==> src/logic/p0i_pkg.sv <==
package p0i_pkg;

  // ****************************************
  // widths and depths
  // ****************************************
  localparam int BYTE_W     = 8;
  localparam int KIND_W     = 2;
  localparam int WORD_W     = BYTE_W + KIND_W;
  localparam int FIFO_DEPTH = 8;
  localparam int DIV_W      = 8;

  // ****************************************
  // strap and loader mode codes
  // ****************************************
  localparam logic [1:0] CODE_MII_MAC  = 2'h0;
  localparam logic [1:0] CODE_MII_PHY  = 2'h1;
  localparam logic [1:0] CODE_RMII_PHY = 2'h2;

  // ****************************************
  // stream word kinds
  // ****************************************
  localparam logic [1:0] KIND_DATA     = 2'h0;
  localparam logic [1:0] KIND_END_OK   = 2'h1;
  localparam logic [1:0] KIND_END_DROP = 2'h2;

  // ****************************************
  // assembly slots
  // ****************************************
  localparam logic [2:0] SLOT_FIRST     = 3'h0;
  localparam logic [2:0] MII_LAST_SLOT  = 3'h1;
  localparam logic [2:0] RMII_LAST_SLOT = 3'h3;

  // ****************************************
  // timing
  // ****************************************
  localparam int MCLK_PERIOD_NS  = 25;
  localparam int REF_HALF_NS     = 25;
  localparam int REF_HALF_RAW    = REF_HALF_NS / MCLK_PERIOD_NS;
  localparam int REF_HALF_CYCLES = (REF_HALF_RAW < 1) ? 1 : REF_HALF_RAW;

  // ****************************************
  // port modes
  // ****************************************
  typedef enum logic [1:0] {
    P0I_MII_MAC,
    P0I_MII_PHY,
    P0I_RMII_PHY
  } p0i_mode_e;

  localparam p0i_mode_e RST_MODE = P0I_MII_MAC;

  // map a strap or loader code onto a mode
  function automatic p0i_mode_e p0i_decode_mode(input logic [1:0] code);
    case (code)
      CODE_MII_PHY:  return P0I_MII_PHY;
      CODE_RMII_PHY: return P0I_RMII_PHY;
      default:       return P0I_MII_MAC;
    endcase
  endfunction

endpackage

==> src/logic/p0i_stream_if.sv <==
`timescale 1ns/1ps
`default_nettype none
// valid/ready word stream from the framer into the fifo and from the fifo out to the consumer
interface p0i_stream_if #(
  parameter int W = p0i_pkg::WORD_W
) ();
  logic         valid;
  logic         ready;
  logic [W-1:0] data;
  modport src (output valid, output data, input ready);
  modport snk (input valid, input data, output ready);
endinterface
`default_nettype wire

==> src/logic/p0i_fifo.sv <==
`timescale 1ns/1ps
`default_nettype none
module p0i_fifo #(
  parameter int W     = p0i_pkg::WORD_W,
  parameter int DEPTH = p0i_pkg::FIFO_DEPTH
) (
  // clock, reset, enable
  input wire logic   mclk,
  input wire logic   rst,
  input wire logic   ce,
  // fill side
  p0i_stream_if.snk  wr,
  // drain side
  p0i_stream_if.src  rd
);

  localparam int AW = (DEPTH > 1) ? $clog2(DEPTH) : 1;

  typedef struct packed {
    logic [DEPTH-1:0][W-1:0] mem;
    logic [AW-1:0]           wp;
    logic [AW-1:0]           rp;
    logic [AW:0]             cnt;
  } p0i_fifo_s;

  p0i_fifo_s s_q;
  p0i_fifo_s s_d;
  logic      wr_ok;
  logic      rd_ok;

  // wrap a pointer at the last entry
  function automatic logic [AW-1:0] next_ptr(input logic [AW-1:0] p);
    return (p == AW'(DEPTH - 1)) ? '0 : AW'(p + 1'b1);
  endfunction

  // honest full and empty from the fill count
  assign wr.ready = (s_q.cnt != (AW + 1)'(DEPTH));
  assign rd.valid = (s_q.cnt != '0);
  assign rd.data  = s_q.mem[s_q.rp];
  assign wr_ok    = wr.valid && wr.ready;
  assign rd_ok    = rd.valid && rd.ready;

  // pointer and count update
  always_comb begin
    s_d = s_q;
    if (wr_ok) begin
      s_d.mem[s_q.wp] = wr.data;
      s_d.wp          = next_ptr(s_q.wp);
    end
    if (rd_ok) begin
      s_d.rp = next_ptr(s_q.rp);
    end
    case ({wr_ok, rd_ok})
      2'b10:   s_d.cnt = (AW + 1)'(s_q.cnt + 1'b1);
      2'b01:   s_d.cnt = (AW + 1)'(s_q.cnt - 1'b1);
      default: s_d.cnt = s_q.cnt;
    endcase
  end

  // state register
  always_ff @(posedge mclk) begin
    if (rst) begin
      s_q <= '0;
    end else if (ce) begin
      s_q <= s_d;
    end
  end

  fill_bound_a: assert property (@(posedge mclk) disable iff (rst)
    s_q.cnt <= (AW + 1)'(DEPTH))
    else $error("fifo count above depth");

  full_stall_a: assert property (@(posedge mclk) disable iff (rst)
    ce && !wr.ready && !rd_ok |=> !wr.ready)
    else $error("full fifo freed without a read");

endmodule
`default_nettype wire

==> src/logic/p0i_ingress.sv <==
`timescale 1ns/1ps
`default_nettype none
module p0i_ingress #(
  parameter int DEPTH    = p0i_pkg::FIFO_DEPTH,
  parameter int REF_HALF = p0i_pkg::REF_HALF_CYCLES
) (
  // clock, reset, enable
  input  wire logic       mclk,
  input  wire logic       rst,
  input  wire logic       ce,
  input  wire logic       external_reset_n,
  // straps and loader
  input  wire logic [1:0] strap_mode,
  input  wire logic       eeprom_cfg_valid,
  input  wire logic [1:0] eeprom_cfg_mode,
  // control
  input  wire logic       vphy_isolate_bit,
  // port 0 input pins
  input  wire logic       port0_in_data_bit3,
  input  wire logic       port0_in_data_bit2,
  input  wire logic       port0_in_data_bit1,
  input  wire logic       port0_in_data_bit0,
  input  wire logic       port0_in_valid,
  input  wire logic       port0_in_error,
  // reference clock pin
  input  wire logic       port0_in_ref_clock_in,
  output logic            port0_in_ref_clock_out,
  output logic            port0_in_ref_clock_oe,
  // pad controls
  output logic            port0_in_buf_en,
  output logic            port0_in_pulldown_en,
  // frame stream out
  output logic            frm_valid,
  input  wire logic       frm_ready,
  output logic [7:0]      frm_data,
  output logic [1:0]      frm_kind,
  // status
  output logic [1:0]      cfg_mode,
  output logic            cfg_captured,
  output logic            rx_error_pulse,
  output logic            tx_abort_pulse
);

  // ****************************************
  // types and state
  // ****************************************
  typedef enum logic [1:0] {
    ST_IDLE,
    ST_RECV,
    ST_CLOSE,
    ST_SKIP
  } p0i_fsm_e;

  typedef struct packed {
    logic                        cap_pend;
    logic                        captured;
    p0i_pkg::p0i_mode_e          mode;
    logic                        ref_prev;
    logic [p0i_pkg::DIV_W-1:0]   div_cnt;
    logic                        ref_out;
    p0i_fsm_e                    st;
    logic [p0i_pkg::BYTE_W-1:0]  shreg;
    logic [2:0]                  slot;
    logic                        err_seen;
    logic [p0i_pkg::KIND_W-1:0]  end_kind;
    logic                        rx_err_p;
    logic                        tx_abort_p;
  } p0i_state_s;

  // reset image: capture pending, idle, end kind ok, everything else cleared
  localparam p0i_state_s RST_S = '{cap_pend: 1'b1, mode: p0i_pkg::RST_MODE, st: ST_IDLE,
                                   slot: p0i_pkg::SLOT_FIRST, end_kind: p0i_pkg::KIND_END_OK,
                                   default: '0};
  localparam logic [p0i_pkg::DIV_W-1:0] DIV_LAST = p0i_pkg::DIV_W'(REF_HALF - 1);

  p0i_state_s s_q;
  p0i_state_s s_d;

  // ****************************************
  // pad gating
  // ****************************************
  logic       iso;
  logic [3:0] din;
  logic       dv;
  logic       er;
  logic       smp;
  logic       take;
  logic       push;
  logic [p0i_pkg::WORD_W-1:0] push_word;
  logic       push_ready;
  logic [p0i_pkg::WORD_W-1:0] out_word;
  assign iso = vphy_isolate_bit && (s_q.mode != p0i_pkg::P0I_MII_MAC);
  assign port0_in_buf_en      = !iso;
  assign port0_in_pulldown_en = !iso;
  // gated pin levels, nibble with bit 3 on top
  always_comb begin
    din = 4'h0;
    dv  = 1'b0;
    er  = 1'b0;
    if (!iso) begin
      din = {port0_in_data_bit3, port0_in_data_bit2, port0_in_data_bit1, port0_in_data_bit0};
      dv  = port0_in_valid;
      er  = (s_q.mode == p0i_pkg::P0I_RMII_PHY) ? 1'b0 : port0_in_error;
    end
  end

  // ****************************************
  // sample strobe per mode
  // ****************************************
  always_comb begin
    case (s_q.mode)
      p0i_pkg::P0I_MII_MAC: smp = port0_in_ref_clock_in && !s_q.ref_prev;
      p0i_pkg::P0I_MII_PHY: smp = (s_q.div_cnt == DIV_LAST) && !s_q.ref_out;
      default:              smp = 1'b1;
    endcase
  end

  assign take = smp && dv && ((s_q.st == ST_IDLE) || (s_q.st == ST_RECV));
  // ****************************************
  // next state
  // ****************************************
  always_comb begin
    logic [p0i_pkg::BYTE_W-1:0] nxt;
    logic [2:0]                 slot_now;
    logic [2:0]                 slot_last;
    nxt        = s_q.shreg;
    slot_now   = s_q.slot;
    slot_last  = p0i_pkg::MII_LAST_SLOT;
    s_d        = s_q;
    push       = 1'b0;
    push_word  = '0;
    s_d.rx_err_p   = 1'b0;
    s_d.tx_abort_p = 1'b0;
    s_d.ref_prev   = port0_in_ref_clock_in;
    if (!external_reset_n) begin
      s_d = RST_S;
    end else begin
      if (s_q.cap_pend) begin
        s_d.mode     = p0i_pkg::p0i_decode_mode(strap_mode);
        s_d.captured = 1'b1;
        s_d.cap_pend = 1'b0;
      end else if (eeprom_cfg_valid && s_q.captured) begin
        s_d.mode = p0i_pkg::p0i_decode_mode(eeprom_cfg_mode);
      end
      if (s_q.mode == p0i_pkg::P0I_MII_PHY) begin
        if (s_q.div_cnt == DIV_LAST) begin
          s_d.div_cnt = '0;
          s_d.ref_out = !s_q.ref_out;
        end else begin
          s_d.div_cnt = p0i_pkg::DIV_W'(s_q.div_cnt + 1'b1);
        end
      end else begin
        s_d.div_cnt = '0;
        s_d.ref_out = 1'b0;
      end
      // frame sequencing
      case (s_q.st)
        ST_IDLE: begin
          if (take) begin
            s_d.st       = ST_RECV;
            s_d.err_seen = 1'b0;
            slot_now     = p0i_pkg::SLOT_FIRST;
          end
        end
        ST_RECV: begin
          if (smp && !dv) begin
            // partial byte or error leaves the frame unfit
            s_d.end_kind = ((s_q.slot != p0i_pkg::SLOT_FIRST) || s_q.err_seen) ?
                           p0i_pkg::KIND_END_DROP : p0i_pkg::KIND_END_OK;
            s_d.st       = ST_CLOSE;
          end
        end
        ST_CLOSE: begin
          push      = 1'b1;
          push_word = {s_q.end_kind, 8'h00};
          if (push_ready) begin
            s_d.st = ST_SKIP;
          end
        end
        ST_SKIP: begin
          if (smp && !dv) begin
            s_d.st = ST_IDLE;
          end
        end
        default: s_d.st = ST_IDLE;
      endcase
      // nibble or dibit assembly
      if (take) begin
        if (er) begin
          if (s_q.mode == p0i_pkg::P0I_MII_MAC) begin
            s_d.rx_err_p = 1'b1;
          end else begin
            s_d.tx_abort_p = 1'b1;
          end
          s_d.err_seen = 1'b1;
          s_d.end_kind = p0i_pkg::KIND_END_DROP;
          s_d.st       = ST_CLOSE;
        end else begin
          if (s_q.mode == p0i_pkg::P0I_RMII_PHY) begin
            // dibit from bits 1 and 0
            nxt       = {din[1:0], s_q.shreg[7:2]};
            slot_last = p0i_pkg::RMII_LAST_SLOT;
          end else begin
            nxt = {din, s_q.shreg[7:4]};
          end
          s_d.shreg = nxt;
          if (slot_now == slot_last) begin
            s_d.slot  = p0i_pkg::SLOT_FIRST;
            push      = 1'b1;
            push_word = {p0i_pkg::KIND_DATA, nxt};
            if (!push_ready) begin
              // overflow spoils the frame
              s_d.end_kind = p0i_pkg::KIND_END_DROP;
              s_d.st       = ST_CLOSE;
            end
          end else begin
            s_d.slot = 3'(slot_now + 1'b1);
          end
        end
      end
    end
  end

  // state register
  always_ff @(posedge mclk) begin
    if (rst) begin
      s_q <= RST_S;
    end else if (ce) begin
      s_q <= s_d;
    end
  end
  // ****************************************
  // buffer and outputs
  // ****************************************
  p0i_stream_if #(.W(p0i_pkg::WORD_W)) fill_if ();
  p0i_stream_if #(.W(p0i_pkg::WORD_W)) drain_if ();
  assign fill_if.valid  = push;
  assign fill_if.data   = push_word;
  assign push_ready     = fill_if.ready;
  assign frm_valid      = drain_if.valid;
  assign drain_if.ready = frm_ready;
  assign out_word       = drain_if.data;

  // word buffer between framer and consumer
  p0i_fifo #(.W(p0i_pkg::WORD_W), .DEPTH(DEPTH)) u_fifo (
    .mclk (mclk), .rst (rst), .ce (ce), .wr (fill_if), .rd (drain_if)
  );

  // status and pin drive
  assign frm_data               = out_word[p0i_pkg::BYTE_W-1:0];
  assign frm_kind               = out_word[p0i_pkg::WORD_W-1:p0i_pkg::BYTE_W];
  assign cfg_mode               = s_q.mode;
  assign cfg_captured           = s_q.captured;
  assign rx_error_pulse         = s_q.rx_err_p;
  assign tx_abort_pulse         = s_q.tx_abort_p;
  assign port0_in_ref_clock_out = s_q.ref_out;
  // drive clock only in mii phy mode
  assign port0_in_ref_clock_oe  = (s_q.mode == p0i_pkg::P0I_MII_PHY) && !vphy_isolate_bit;
  // ****************************************
  // checks
  // ****************************************
  strap_capture_a: assert property (@(posedge mclk) disable iff (rst)
    ce && external_reset_n && s_q.cap_pend |=>
      s_q.captured && (s_q.mode == p0i_pkg::p0i_decode_mode($past(strap_mode))))
    else $error("straps not captured after reset release");
  loader_override_a: assert property (@(posedge mclk) disable iff (rst)
    ce && external_reset_n && !s_q.cap_pend && s_q.captured && eeprom_cfg_valid |=>
      s_q.mode == p0i_pkg::p0i_decode_mode($past(eeprom_cfg_mode)))
    else $error("loader value did not replace mode");
  mac_nibble_a: assert property (@(posedge mclk) disable iff (rst)
    ce && push && (push_word[9:8] == p0i_pkg::KIND_DATA) &&
      (s_q.mode == p0i_pkg::P0I_MII_MAC) |->
      push_word[7:4] == {port0_in_data_bit3, port0_in_data_bit2,
                         port0_in_data_bit1, port0_in_data_bit0})
    else $error("mac nibble order wrong");
  phy_nibble_a: assert property (@(posedge mclk) disable iff (rst)
    ce && push && (push_word[9:8] == p0i_pkg::KIND_DATA) &&
      (s_q.mode == p0i_pkg::P0I_MII_PHY) |->
      push_word[7:4] == din && !iso)
    else $error("phy nibble wrong");
  rmii_dibit_a: assert property (@(posedge mclk) disable iff (rst)
    ce && push && (push_word[9:8] == p0i_pkg::KIND_DATA) &&
      (s_q.mode == p0i_pkg::P0I_RMII_PHY) |->
      push_word[7:6] == {port0_in_data_bit1, port0_in_data_bit0})
    else $error("rmii dibit wrong");
  rmii_no_error_a: assert property (@(posedge mclk) disable iff (rst)
    ce && external_reset_n && (s_q.mode == p0i_pkg::P0I_RMII_PHY) && port0_in_valid |=>
      !s_q.rx_err_p && !s_q.tx_abort_p)
    else $error("error pin acted in rmii mode");
  isolate_pads_a: assert property (@(posedge mclk) disable iff (rst)
    vphy_isolate_bit && (s_q.mode != p0i_pkg::P0I_MII_MAC) |->
      !port0_in_buf_en && !port0_in_pulldown_en && !port0_in_ref_clock_oe)
    else $error("pads live while isolated");
  mac_valid_a: assert property (@(posedge mclk) disable iff (rst)
    ce && (s_q.st == ST_IDLE) && !port0_in_valid && (s_q.mode == p0i_pkg::P0I_MII_MAC) |->
      !push && !take)
    else $error("data taken without rx_dv");
  phy_valid_a: assert property (@(posedge mclk) disable iff (rst)
    ce && (s_q.mode != p0i_pkg::P0I_MII_MAC) && !dv |-> !take)
    else $error("data taken without tx_en");
  rx_error_a: assert property (@(posedge mclk) disable iff (rst)
    ce && external_reset_n && take && er && (s_q.mode == p0i_pkg::P0I_MII_MAC) |=>
      rx_error_pulse && (s_q.end_kind == p0i_pkg::KIND_END_DROP))
    else $error("rx error not marked");
  tx_abort_a: assert property (@(posedge mclk) disable iff (rst)
    ce && external_reset_n && take && er && (s_q.mode == p0i_pkg::P0I_MII_PHY) |=>
      tx_abort_pulse && (s_q.st == ST_CLOSE))
    else $error("tx error did not abort");
  mac_edge_a: assert property (@(posedge mclk) disable iff (rst)
    take && (s_q.mode == p0i_pkg::P0I_MII_MAC) |->
      port0_in_ref_clock_in && !s_q.ref_prev)
    else $error("mac sample off the clock edge");
  own_clock_a: assert property (@(posedge mclk) disable iff (rst)
    ce && external_reset_n && take && (s_q.mode == p0i_pkg::P0I_MII_PHY) &&
      !eeprom_cfg_valid |=> port0_in_ref_clock_out)
    else $error("phy sample not on own rising edge");
  drop_errored_a: assert property (@(posedge mclk) disable iff (rst)
    push && (push_word[9:8] == p0i_pkg::KIND_END_OK) |-> !s_q.err_seen)
    else $error("errored frame forwarded");

endmodule
`default_nettype wire

==> config.mk <==
export PLATFORM = sky130hd
export DESIGN_NAME = p0i_ingress
export DESIGN_NICKNAME = d
export VERILOG_FILES = /design/src/logic/p0i_pkg.sv /design/src/logic/p0i_stream_if.sv /design/src/logic/p0i_fifo.sv /design/src/logic/p0i_ingress.sv
export SDC_FILE = /design/constraint.sdc
export NUM_CORES = 1
export LEC_CHECK = 0
export ABC_CLOCK_PERIOD_IN_PS = 7300
export BUFFER_PORTS_ARGS = -buffer_cell sky130_fd_sc_hd__buf_2
export CELL_PAD_IN_SITES_DETAIL_PLACEMENT = 0
export CELL_PAD_IN_SITES_GLOBAL_PLACEMENT = 1
export CORE_MARGIN = 2
export CORE_UTILIZATION = 52
export CTS_BUF_LIST = sky130_fd_sc_hd__clkbuf_16
export DETAILED_ROUTE_END_ITERATION = 6
export PLACE_DENSITY_LB_ADDON = 0.1
export SETUP_SLACK_MARGIN = 0.4
export SYNTH_ARGS = -nofsm -noshare
export SYNTH_HDL_FRONTEND = slang
export SYNTH_SLANG_ARGS = --single-unit
export TNS_END_PERCENT = 30
==> constraint.sdc <==
create_clock -name mclk -period 7.3 [get_ports mclk]
set_input_delay 2.19 -clock mclk [delete_from_list [all_inputs] [get_ports mclk]]
set_output_delay 2.19 -clock mclk [all_outputs]
set_load 0.01 [all_outputs]
Yosys cells after proc, flatten, opt, wreduce, memory -nomap -nowiden
Cells that the tools add are included.
{"block": "totals", "regBits": 122, "input_bits": 18, "out_inout_bits": 20, "word_cells": 150}
{"block": "op_classes", "n_addsub": 6, "n_lt_le_gt_ge": 3, "n_eq_ne": 20, "n_mux": 65, "n_reduce_logical": 32}
{"op": "$bwmux 80", "count": 1}
{"op": "$mux 10", "count": 7}
{"op": "$mux 2", "count": 17}
{"op": "$bmux 10 s3", "count": 1}
{"op": "$demux 10 s3", "count": 1}
{"op": "$mux 27", "count": 1}
{"op": "$mux 3", "count": 9}
{"op": "$mux 18", "count": 1}
{"op": "$mux 1", "count": 16}
{"op": "$mux 8", "count": 2}
{"op": "$eq 2x2->1 const B", "count": 6}
{"op": "$reduce_and 2->1", "count": 6}
{"op": "$logic_and 1x1->1", "count": 11}
{"op": "$mux 11", "count": 1}
{"op": "$eq 2x1->1 const B", "count": 5}
{"op": "$add 3x1->3 const B", "count": 3}
{"op": "$mux 9", "count": 1}
{"op": "$add 8x1->8 const B", "count": 1}
{"op": "$logic_not 8->1", "count": 1}
{"op": "$lt 3x4->1 const B", "count": 2}
{"op": "$mux 4", "count": 2}
{"op": "$pmux 2 s2", "count": 2}
{"op": "$pmux 2 s4", "count": 1}
{"op": "$pmux 4 s2", "count": 1}
{"op": "other kinds (18)", "count": 27}

Logic depth before layout (Yosys ltp)
Gate-level depths: netlist of run 1.
{"block": "depth", "word_depth": 17, "ltp_mapped": 17, "mapped_depth_nobuf": 15}

Hierarchy
From an unflattened synthesis of run 1, not the netlist that was laid out.
{"block": "unflattened", "cells_unflattened": 605, "area_unflattened_um2": 5905.7}
{"mod": "p0i_fifo", "n_inst": 1, "cells_per_inst": 379, "area_per_inst_um2": 4096.4, "seq_area_each_um2": 1801.7}
{"mod": "p0i_ingress", "n_inst": 1, "cells_per_inst": 226, "area_per_inst_um2": 1809.2, "seq_area_each_um2": 600.6}

Worst setup path before layout of run 1
Ideal clock, no wire load.
{"block": "synth_timing", "path_type": "input to output", "from": "input vphy_isolate_bit", "to": "output port0_in_pulldown_en", "arrival_time_ns": 2.535, "required_time_ns": 5.110, "path_slack_ns": 2.575, "path_stages": 2, "path_buffers": 1, "path_cell_list": "o21ai_1 buf_4"}
{"block": "synth_between", "elab_chain_cells": 2}
{"item": "start: declaration", "line_no": "p0i_ingress.sv:17", "rtl": "input wire logic vphy_isolate_bit,"}
{"item": "$logic_and 1x1->1", "line_no": "p0i_ingress.sv:92", "rtl": "assign iso = vphy_isolate_bit && (s_q.mode != p0i_pkg::P0I_MII_MAC);"}
{"item": "$logic_not 1->1"}
{"item": "end: declaration", "line_no": "p0i_ingress.sv:31", "rtl": "output logic port0_in_pulldown_en,"}
No other way between the ends.

Worst setup path in the final report of run 1
{"block": "layout_timing", "from": "input vphy_isolate_bit", "to": "output port0_in_ref_clock_oe"}
{"block": "layout_between", "elab_chain_cells": 2}
{"item": "$logic_not 1->1", "line_no": "p0i_ingress.sv:258", "rtl": "assign port0_in_ref_clock_oe = (s_q.mode == p0i_pkg::P0I_MII_PHY) && !vphy_isolate_bit;"}
{"item": "$logic_and 1x1->1", "line_no": "p0i_ingress.sv:258"}
{"item": "end: declaration", "line_no": "p0i_ingress.sv:28", "rtl": "output logic port0_in_ref_clock_oe,"}
No other way between the ends.

==> results of run 1 <==
-- layout by cell type, fill, tap and decap left out, drive strengths merged, types with 3 or more instances in the layout --
cell type    n
and2         4
mux2i       91
a21oi       19
clkbuf      17
bufinv       3
nand4        6
nor3b        4
xor2        10
a211oi       3
dfxtp      120
nor2b        6
or4          4
a31oi        3
mux4        20
nor4b        5
inv          9
nand2       38
or2          6
buf         41
nand2b      86
nand3b       3
mux2        10
ha          10
nor3         4
nand3       11
xnor2        3
a22o         3
nor2        32
clkinv       8
o21ai       16
-- worst register-to-register path: stages (launching register included) --
cell      delay (ns)
dfxtp_1         0.37
inv_1           0.08
ha_1            0.13
nor4b_2         0.28
nand4b_1        0.27
a211oi_2        0.66
a21bo_2         0.32
nand3_1         0.15
ha_1            0.32
xor2_1          0.17
ha_1            0.18
a21oi_1         0.15
xnor2_1         0.14
nand2_1         0.08
xor2_1          0.17
nor2_1          0.05
-- power by group --
group / internal (W) / switching (W)
sequential: 0.000658 / 0.00000370
combinational: 0.0000232 / 0.0000353
clock: 0.000525 / 0.000288
-- cell type report --
class / count / area share
Clock buffer: 17 / 0.0630
Clock inverter: 15 / 0.0215
Inverter: 5 / 0.00278
Multi-Input combinational cell: 427 / 0.499
Sequential cell: 120 / 0.356
Tap cell: 143 / 0.0265
Timing Repair Buffer: 41 / 0.0319
-- worst min path at each step --
stage,start,endpoint,slack (ns),depth (start not counted)
3_5_place_dp,s_q[11],s_q[11],0.44,2
5_1_grt,s_q[11],s_q[11],0.48,2
6_report,s_q[11],s_q[11],0.45,2
3_3_place_gp,s_q[11],s_q[11],0.44,2
2_1_floorplan,s_q[10],s_q[10],0.43,2
4_1_cts,s_q[11],s_q[11],0.45,2
-- logic make-up (layout without fill, tap and decap cells) --
group                    Yosys count  after routing  synth area share
AO/OA/AOI/OAI                     61             61            0.0659
XOR/XNOR                          13             13            0.0190
adder cells (fa/ha/maj)           10             10            0.0209
buffers and inverters             49             78            0.0366
flip-flops                       120            120             0.402
multiplexers                     121            121             0.246
AND/OR/NAND/NOR                  222            222             0.209
-- flip-flops by register name (all words and copies together), names as in the netlist --
signal	flops
tx_abort_pulse	1
s_q	24
cfg_mode	2
u_fifo.s_q	90
port0_in_ref_clock_out	1
cfg_captured	1
rx_error_pulse	1
-- stage by stage --
stage | power, W | setup slack [ns] | hold WS [ns] | std cells
final | 0.00153 | 2.50 | 0.449 | 768
after global routing | 0.00158 | 2.32 | 0.480 | 768
after CTS | 0.00154 | 2.49 | 0.451 | 768
after detailed placement | 0.000734 | 2.19 | 0.444 | 736
after global placement | 0.000733 | 2.29 | 0.439 | 736
after floorplan | 0.000717 | 2.57 | 0.431 | 596
-- layer usage --
layer | part of all wire | global-route usage
met4 | 0.017 | 0.0790
met3 | 0.035 | 0.0640
met2 | 0.49 | 0.390
met1 | 0.46 | 0.280
met5 | 0 | 0
==> results.json, run 1 <==
{
  "dieArea_sq_um": 12400,
  "cts_max_path_buffers": 2,
  "multi_input_area_sq_um": 3370,
  "regArea_sq_um": 2400,
  "critical_path_class": "in -> out",
  "reg2reg_depth": 15,
  "fin_skew_ns": 0.00791,
  "synth_top_area_share": 0.402,
  "hold_class": "reg -> reg",
  "slew_viol_final": 0,
  "start_kind": "input pin",
  "wirelength_mm": 13.6,
  "hpwlAfterDp_mm": 8.82,
  "overflow": 0,
  "synth_seq_cells": 120,
  "numCtsBuffers": 17,
  "num_io_pins": 38,
  "crit_path_start": "vphy_isolate_bit",
  "finalHoldViolCount": 0,
  "setup_violations": 0,
  "syn_nets": 624,
  "rows": 39,
  "avgSynthCellArea_sq_um": 10.0,
  "min_period_ns": 4.80,
  "cts_sinks": 120,
  "worstReg2RegStart": "s_q[19]",
  "coreArea_sq_um": 11300,
  "portBuffers": 37,
  "grtUsageTotal": 0.229,
  "status": "finished, final reports clean",
  "start_util": 0.528,
  "syn-cell-area_sq_um": 5980,
  "die_x_um": 111,
  "clkTransAtPathRegs_ns": 0.05,
  "via_count": 4385,
  "n_antenna_cell": 0,
  "ys_types": 55,
  "p_per_area_nw_per_um2": 227,
  "crit_path_end_kind": "primary output",
  "postCtsSetupRepairBufs": 0,
  "critPathRequiredTime_ns": 5.11,
  "rsz0062_at_grt": "no",
  "synth_top_cell_by_area": "dfxtp_1",
  "synthArstFlopShare": 0,
  "cts_htree_levels": 4,
  "syn_inst": 596,
  "final_core_util": 0.597,
  "placed_area_sq_um": 6190,
  "max_stage_delay_ns": 0.15,
  "final_area_sq_um": 6760,
  "slowest_stage": "nor3b_1",
  "synthTopCellsByCount": "dfxtp_1, mux2i_1, nand2b_1",
  "setup_tns_ns": 0,
  "worst_r2r_endpoint": "u_fifo.s_q[2]",
  "grt_pass1_vias": 4377,
  "worst-path-buf-inv": 2,
  "worstSetupEndpoint": "port0_in_ref_clock_oe",
  "grt_max_degree": 112,
  "die_h_um": 111,
  "avgRoutedWirePerCell_um": 17.8,
  "critPathTopFamily": "buffers and inverters",
  "vias_per_cell": 5.71,
  "clock_latency_ns": 0.41,
  "crit_cells": 3,
  "cp_cell_sequence": "buf_2, nor3b_1, buf_2",
  "maxCapViolCount": 0,
  "crit_arrival_ns": 2.61,
  "cts_tree": "yes",
  "antenna_found_initial": 0,
  "drcViolationCount": 0,
  "worst_slew_pin_slew_ns": 1.13,
  "cts_resized": 0,
  "seq_area_frac_synth": 0.402,
  "nets": 640,
  "fillers": 970,
  "syn_to_final_growth_pct": 13.0,
  "fin_crit_sh": 0.658,
  "synth_edf_count": 0,
  "yosysMostFrequentCell": "dfxtp_1",
  "critPathMaxFanout": 4,
  "p_leak_nw": 2.84,
  "antenna_left": 0,
  "worst_path_most_repeated_cell": "buf_2",
  "ys.flop_type": "dfxtp_1",
  "grt_pass1_wl_mm": 22.3,
  "netlist_top_cells_area": "dfxtp_1, mux2i_1, nand2b_1",
  "cts_root_buffer": "clkbuf_16",
  "drive_above_1_share": 0.178,
  "drt_iter0_drc": 239,
  "max-vdd-ir-drop_uv": 164,
  "place.gp.congestion": 0.791,
  "drt_first_pass_iters": 4,
  "slew_headroom": 0.248,
  "r2r_slack_ns": 3.63,
  "fmax_mhz": 208,
  "cts-hold-fix-buffers": 0,
  "ys_warn_count": 0
}
Note: power is estimated with default switching activity, not from simulation.
==> inputs of run 2 (changes only) <==
--- a/config.mk
+++ b/config.mk
@@ -5,12 +5,13 @@
 export SDC_FILE = /design/constraint.sdc
 export NUM_CORES = 1
 export LEC_CHECK = 0
-export ABC_CLOCK_PERIOD_IN_PS = 7300
+export ABC_AREA = 1
+export ABC_CLOCK_PERIOD_IN_PS = 4400
 export BUFFER_PORTS_ARGS = -buffer_cell sky130_fd_sc_hd__buf_2
 export CELL_PAD_IN_SITES_DETAIL_PLACEMENT = 0
 export CELL_PAD_IN_SITES_GLOBAL_PLACEMENT = 1
 export CORE_MARGIN = 2
-export CORE_UTILIZATION = 52
+export CORE_UTILIZATION = 40
 export CTS_BUF_LIST = sky130_fd_sc_hd__clkbuf_16
 export DETAILED_ROUTE_END_ITERATION = 6
 export PLACE_DENSITY_LB_ADDON = 0.1
==> constraint.sdc (replaced) <==
create_clock -name mclk -period 4.4 [get_ports mclk]
set_input_delay 1.32 -clock mclk [delete_from_list [all_inputs] [get_ports mclk]]
set_output_delay 1.32 -clock mclk [all_outputs]
set_load 0.01 [all_outputs]
==> run 2 against run 1 <==
Clock-buffer cell count stayed put. Area after synthesis rose by 9.8%. Flip-flop and latch count unchanged. Non-clock buffer count increased by 4. Worst setup slack lost 1.7 ns. Combinational power grew to 3.6 times the previous value. Die area up 41%. Critical path type is now reg -> out. Largest cell class unchanged. Largest power group unchanged.
==> results.json, run 2 <==
{
  "synthTopCellsByCount": "nand2_1, nor2_1, inv_1",
  "fin_skew_ns": 0.00583,
  "cp_cell_sequence": "inv_1, buf_4, a21oi_1, a221oi_1, a31oi_1, buf_2",
  "p_leak_nw": 3.48,
  "min_to": "rx_error_pulse",
  "use_met2": 0.335,
  "max-vdd-ir-drop_uv": 277,
  "nets": 1011,
  "drt_first_pass_iters": 4,
  "worst_r2r_endpoint": "u_fifo.s_q[2]",
  "mostFrequentLayoutCells": "nand2_1, nor2_1, inv_1",
  "slew_viol_final": 0,
  "numCtsBuffers": 17,
  "grt-busiest-layer": "met2",
  "antenna_found_initial": 0,
  "min_from": "rx_error_pulse",
  "slowest_stage": "inv_1",
  "grt_pass1_wl_mm": 27.7,
  "reg2reg_depth": 18,
  "grt_pass1_vias": 5253,
  "cts_tree": "yes",
  "p_per_area_nw_per_um2": 364,
  "critPathRequiredTime_ns": 3.08,
  "grtUsageTotal": 0.201,
  "synthArstFlopShare": 0,
  "max_stage_delay_ns": 0.57,
  "finalHoldViolCount": 0,
  "layout_commonest_cell": "nand2_1",
  "clkTransAtPathRegs_ns": 0.05,
  "drive_above_1_share": 0.117,
  "status": "finished, final reports clean",
  "grt_use_met1": 0.264,
  "wirelength_mm": 16.9,
  "syn-cell-area_sq_um": 6570,
  "via_count": 5655,
  "start_kind": "flip-flop",
  "syn_inst": 967,
  "synth_edf_count": 0,
  "setup_tns_ns": 0,
  "yosysMostFrequentCell": "nand2_1",
  "die_x_um": 132,
  "slew_headroom": 0.396,
  "holdPathStages": 2,
  "synth_top_cell_by_area": "dfxtp_1",
  "overflow": 0,
  "portBuffers": 37,
  "dieArea_sq_um": 17500,
  "hold_class": "reg -> reg",
  "cts_sinks": 120,
  "critPathMaxFanout": 23,
  "fillers": 1699,
  "ys.flop_type": "dfxtp_1",
  "cts_htree_levels": 4,
  "min_period_ns": 3.56,
  "worst_slew_pin_slew_ns": 0.905,
  "cts_resized": 0,
  "worst-path-buf-inv": 3,
  "num_io_pins": 38,
  "place.gp.congestion": 0.775,
  "total_power_w": 0.00268,
  "worstReg2RegStart": "cfg_mode[0]",
  "vias_per_cell": 4.67,
  "cts_max_path_buffers": 2,
  "crit_cells": 6,
  "antenna_left": 0,
  "fin_crit_sh": 0.809,
  "crit_arrival_ns": 2.24,
  "critical_path_class": "reg -> out",
  "die_h_um": 132,
  "netlist_top_cells_area": "dfxtp_1, nand2_1, nor2_1",
  "start_util": 0.412,
  "seq_area_frac_synth": 0.366,
  "syn_nets": 995,
  "maxCapViolCount": 0,
  "ys_types": 45,
  "rows": 46,
  "regMostFlops": "u_fifo.s_q",
  "final_core_util": 0.463,
  "coreArea_sq_um": 15900,
  "rsz0062_at_grt": "no",
  "postCtsSetupRepairBufs": 0,
  "cts-hold-fix-buffers": 0,
  "n_antenna_cell": 0,
  "largest_reg_flops": 90,
  "drt_iter0_drc": 352,
  "ys_warn_count": 0,
  "fmax_mhz": 281,
  "crit_path_end_kind": "primary output",
  "synth_top_area_share": 0.366,
  "r2r_slack_ns": 1.52,
  "syn_to_final_growth_pct": 12.3,
  "use_met3": 0.0365,
  "clock_latency_ns": 0.42,
  "setup_violations": 0,
  "avgRoutedWirePerCell_um": 14.0,
  "cts_root_buffer": "clkbuf_16",
  "critPathTopFamily": "buffers and inverters",
  "hpwlAfterDp_mm": 11.0,
  "synth_seq_cells": 120,
  "drcViolationCount": 0,
  "avgSynthCellArea_sq_um": 6.79,
  "grt_max_degree": 53
}
==> run 2: logic make-up after synthesis <==
group | after synthesis | share of synthesized area
simple gates | 426 | 0.294
buf+inv | 217 | 0.139
compound gates | 188 | 0.174
flops | 120 | 0.366
fa+ha+maj | 10 | 0.0191
xor+xnor | 4 | 0.00534
mux | 2 | 0.00305
==> run 2: stage by stage <==
step / std cells / instance area (sq um) / hold slack [ns] / setup slack, ns
4_1_cts: 1212 / 7380 / 0.472 / 0.775
5_1_grt: 1212 / 7380 / 0.502 / 0.710
2_1_floorplan: 967 / 6570 / 0.450 / 0.985
6_report: 1212 / 7380 / 0.467 / 0.840
3_3_place_gp: 1180 / 6810 / 0.454 / 0.697
3_5_place_dp: 1180 / 6810 / 0.452 / 0.625
==> run 2: cell type report <==
| class | count | area [sq um] | area share |
|---|---|---|---|
| clock buffer | 17 | 425 | 0.0577 |
| clock inverter | 15 | 145 | 0.0197 |
| inverter | 169 | 636 | 0.0862 |
| multi-input combinational | 630 | 3250 | 0.441 |
| sequential | 120 | 2400 | 0.326 |
| tap | 216 | 270 | 0.0366 |
| timing repair buffer | 45 | 245 | 0.0332 |
==> run 2: worst max path at each step <==
stage,endpoint,start
4_1_cts,frm_data[7],u_fifo.s_q[4]
2_1_floorplan,u_fifo.s_q[2],vphy_isolate_bit
5_1_grt,frm_data[7],u_fifo.s_q[4]
3_3_place_gp,u_fifo.s_q[2],vphy_isolate_bit
6_report,frm_data[7],u_fifo.s_q[4]
3_5_place_dp,u_fifo.s_q[2],vphy_isolate_bit
==> run 2: metal layers <==
metal | part of all wire | wire length (um)
met1 | 0.49 | 8320
met2 | 0.47 | 7970
met3 | 0.029 | 486
met4 | 0.0089 | 150
met5 | 0 | 0
==> run 2: power by group <==
part           internal (W)  switching (W)
registers           0.00110      0.0000107
logic             0.0000686       0.000140
clock network      0.000871       0.000493
total               0.00204       0.000644
==> run 2: tightest hold or removal path: cells and delay by family (launching register included) <==
kind             cells  cell delay [ns]
AND/OR/NAND/NOR      1             0.05
AO/OA/AOI/OAI        1             0.06
flip-flops           1             0.32
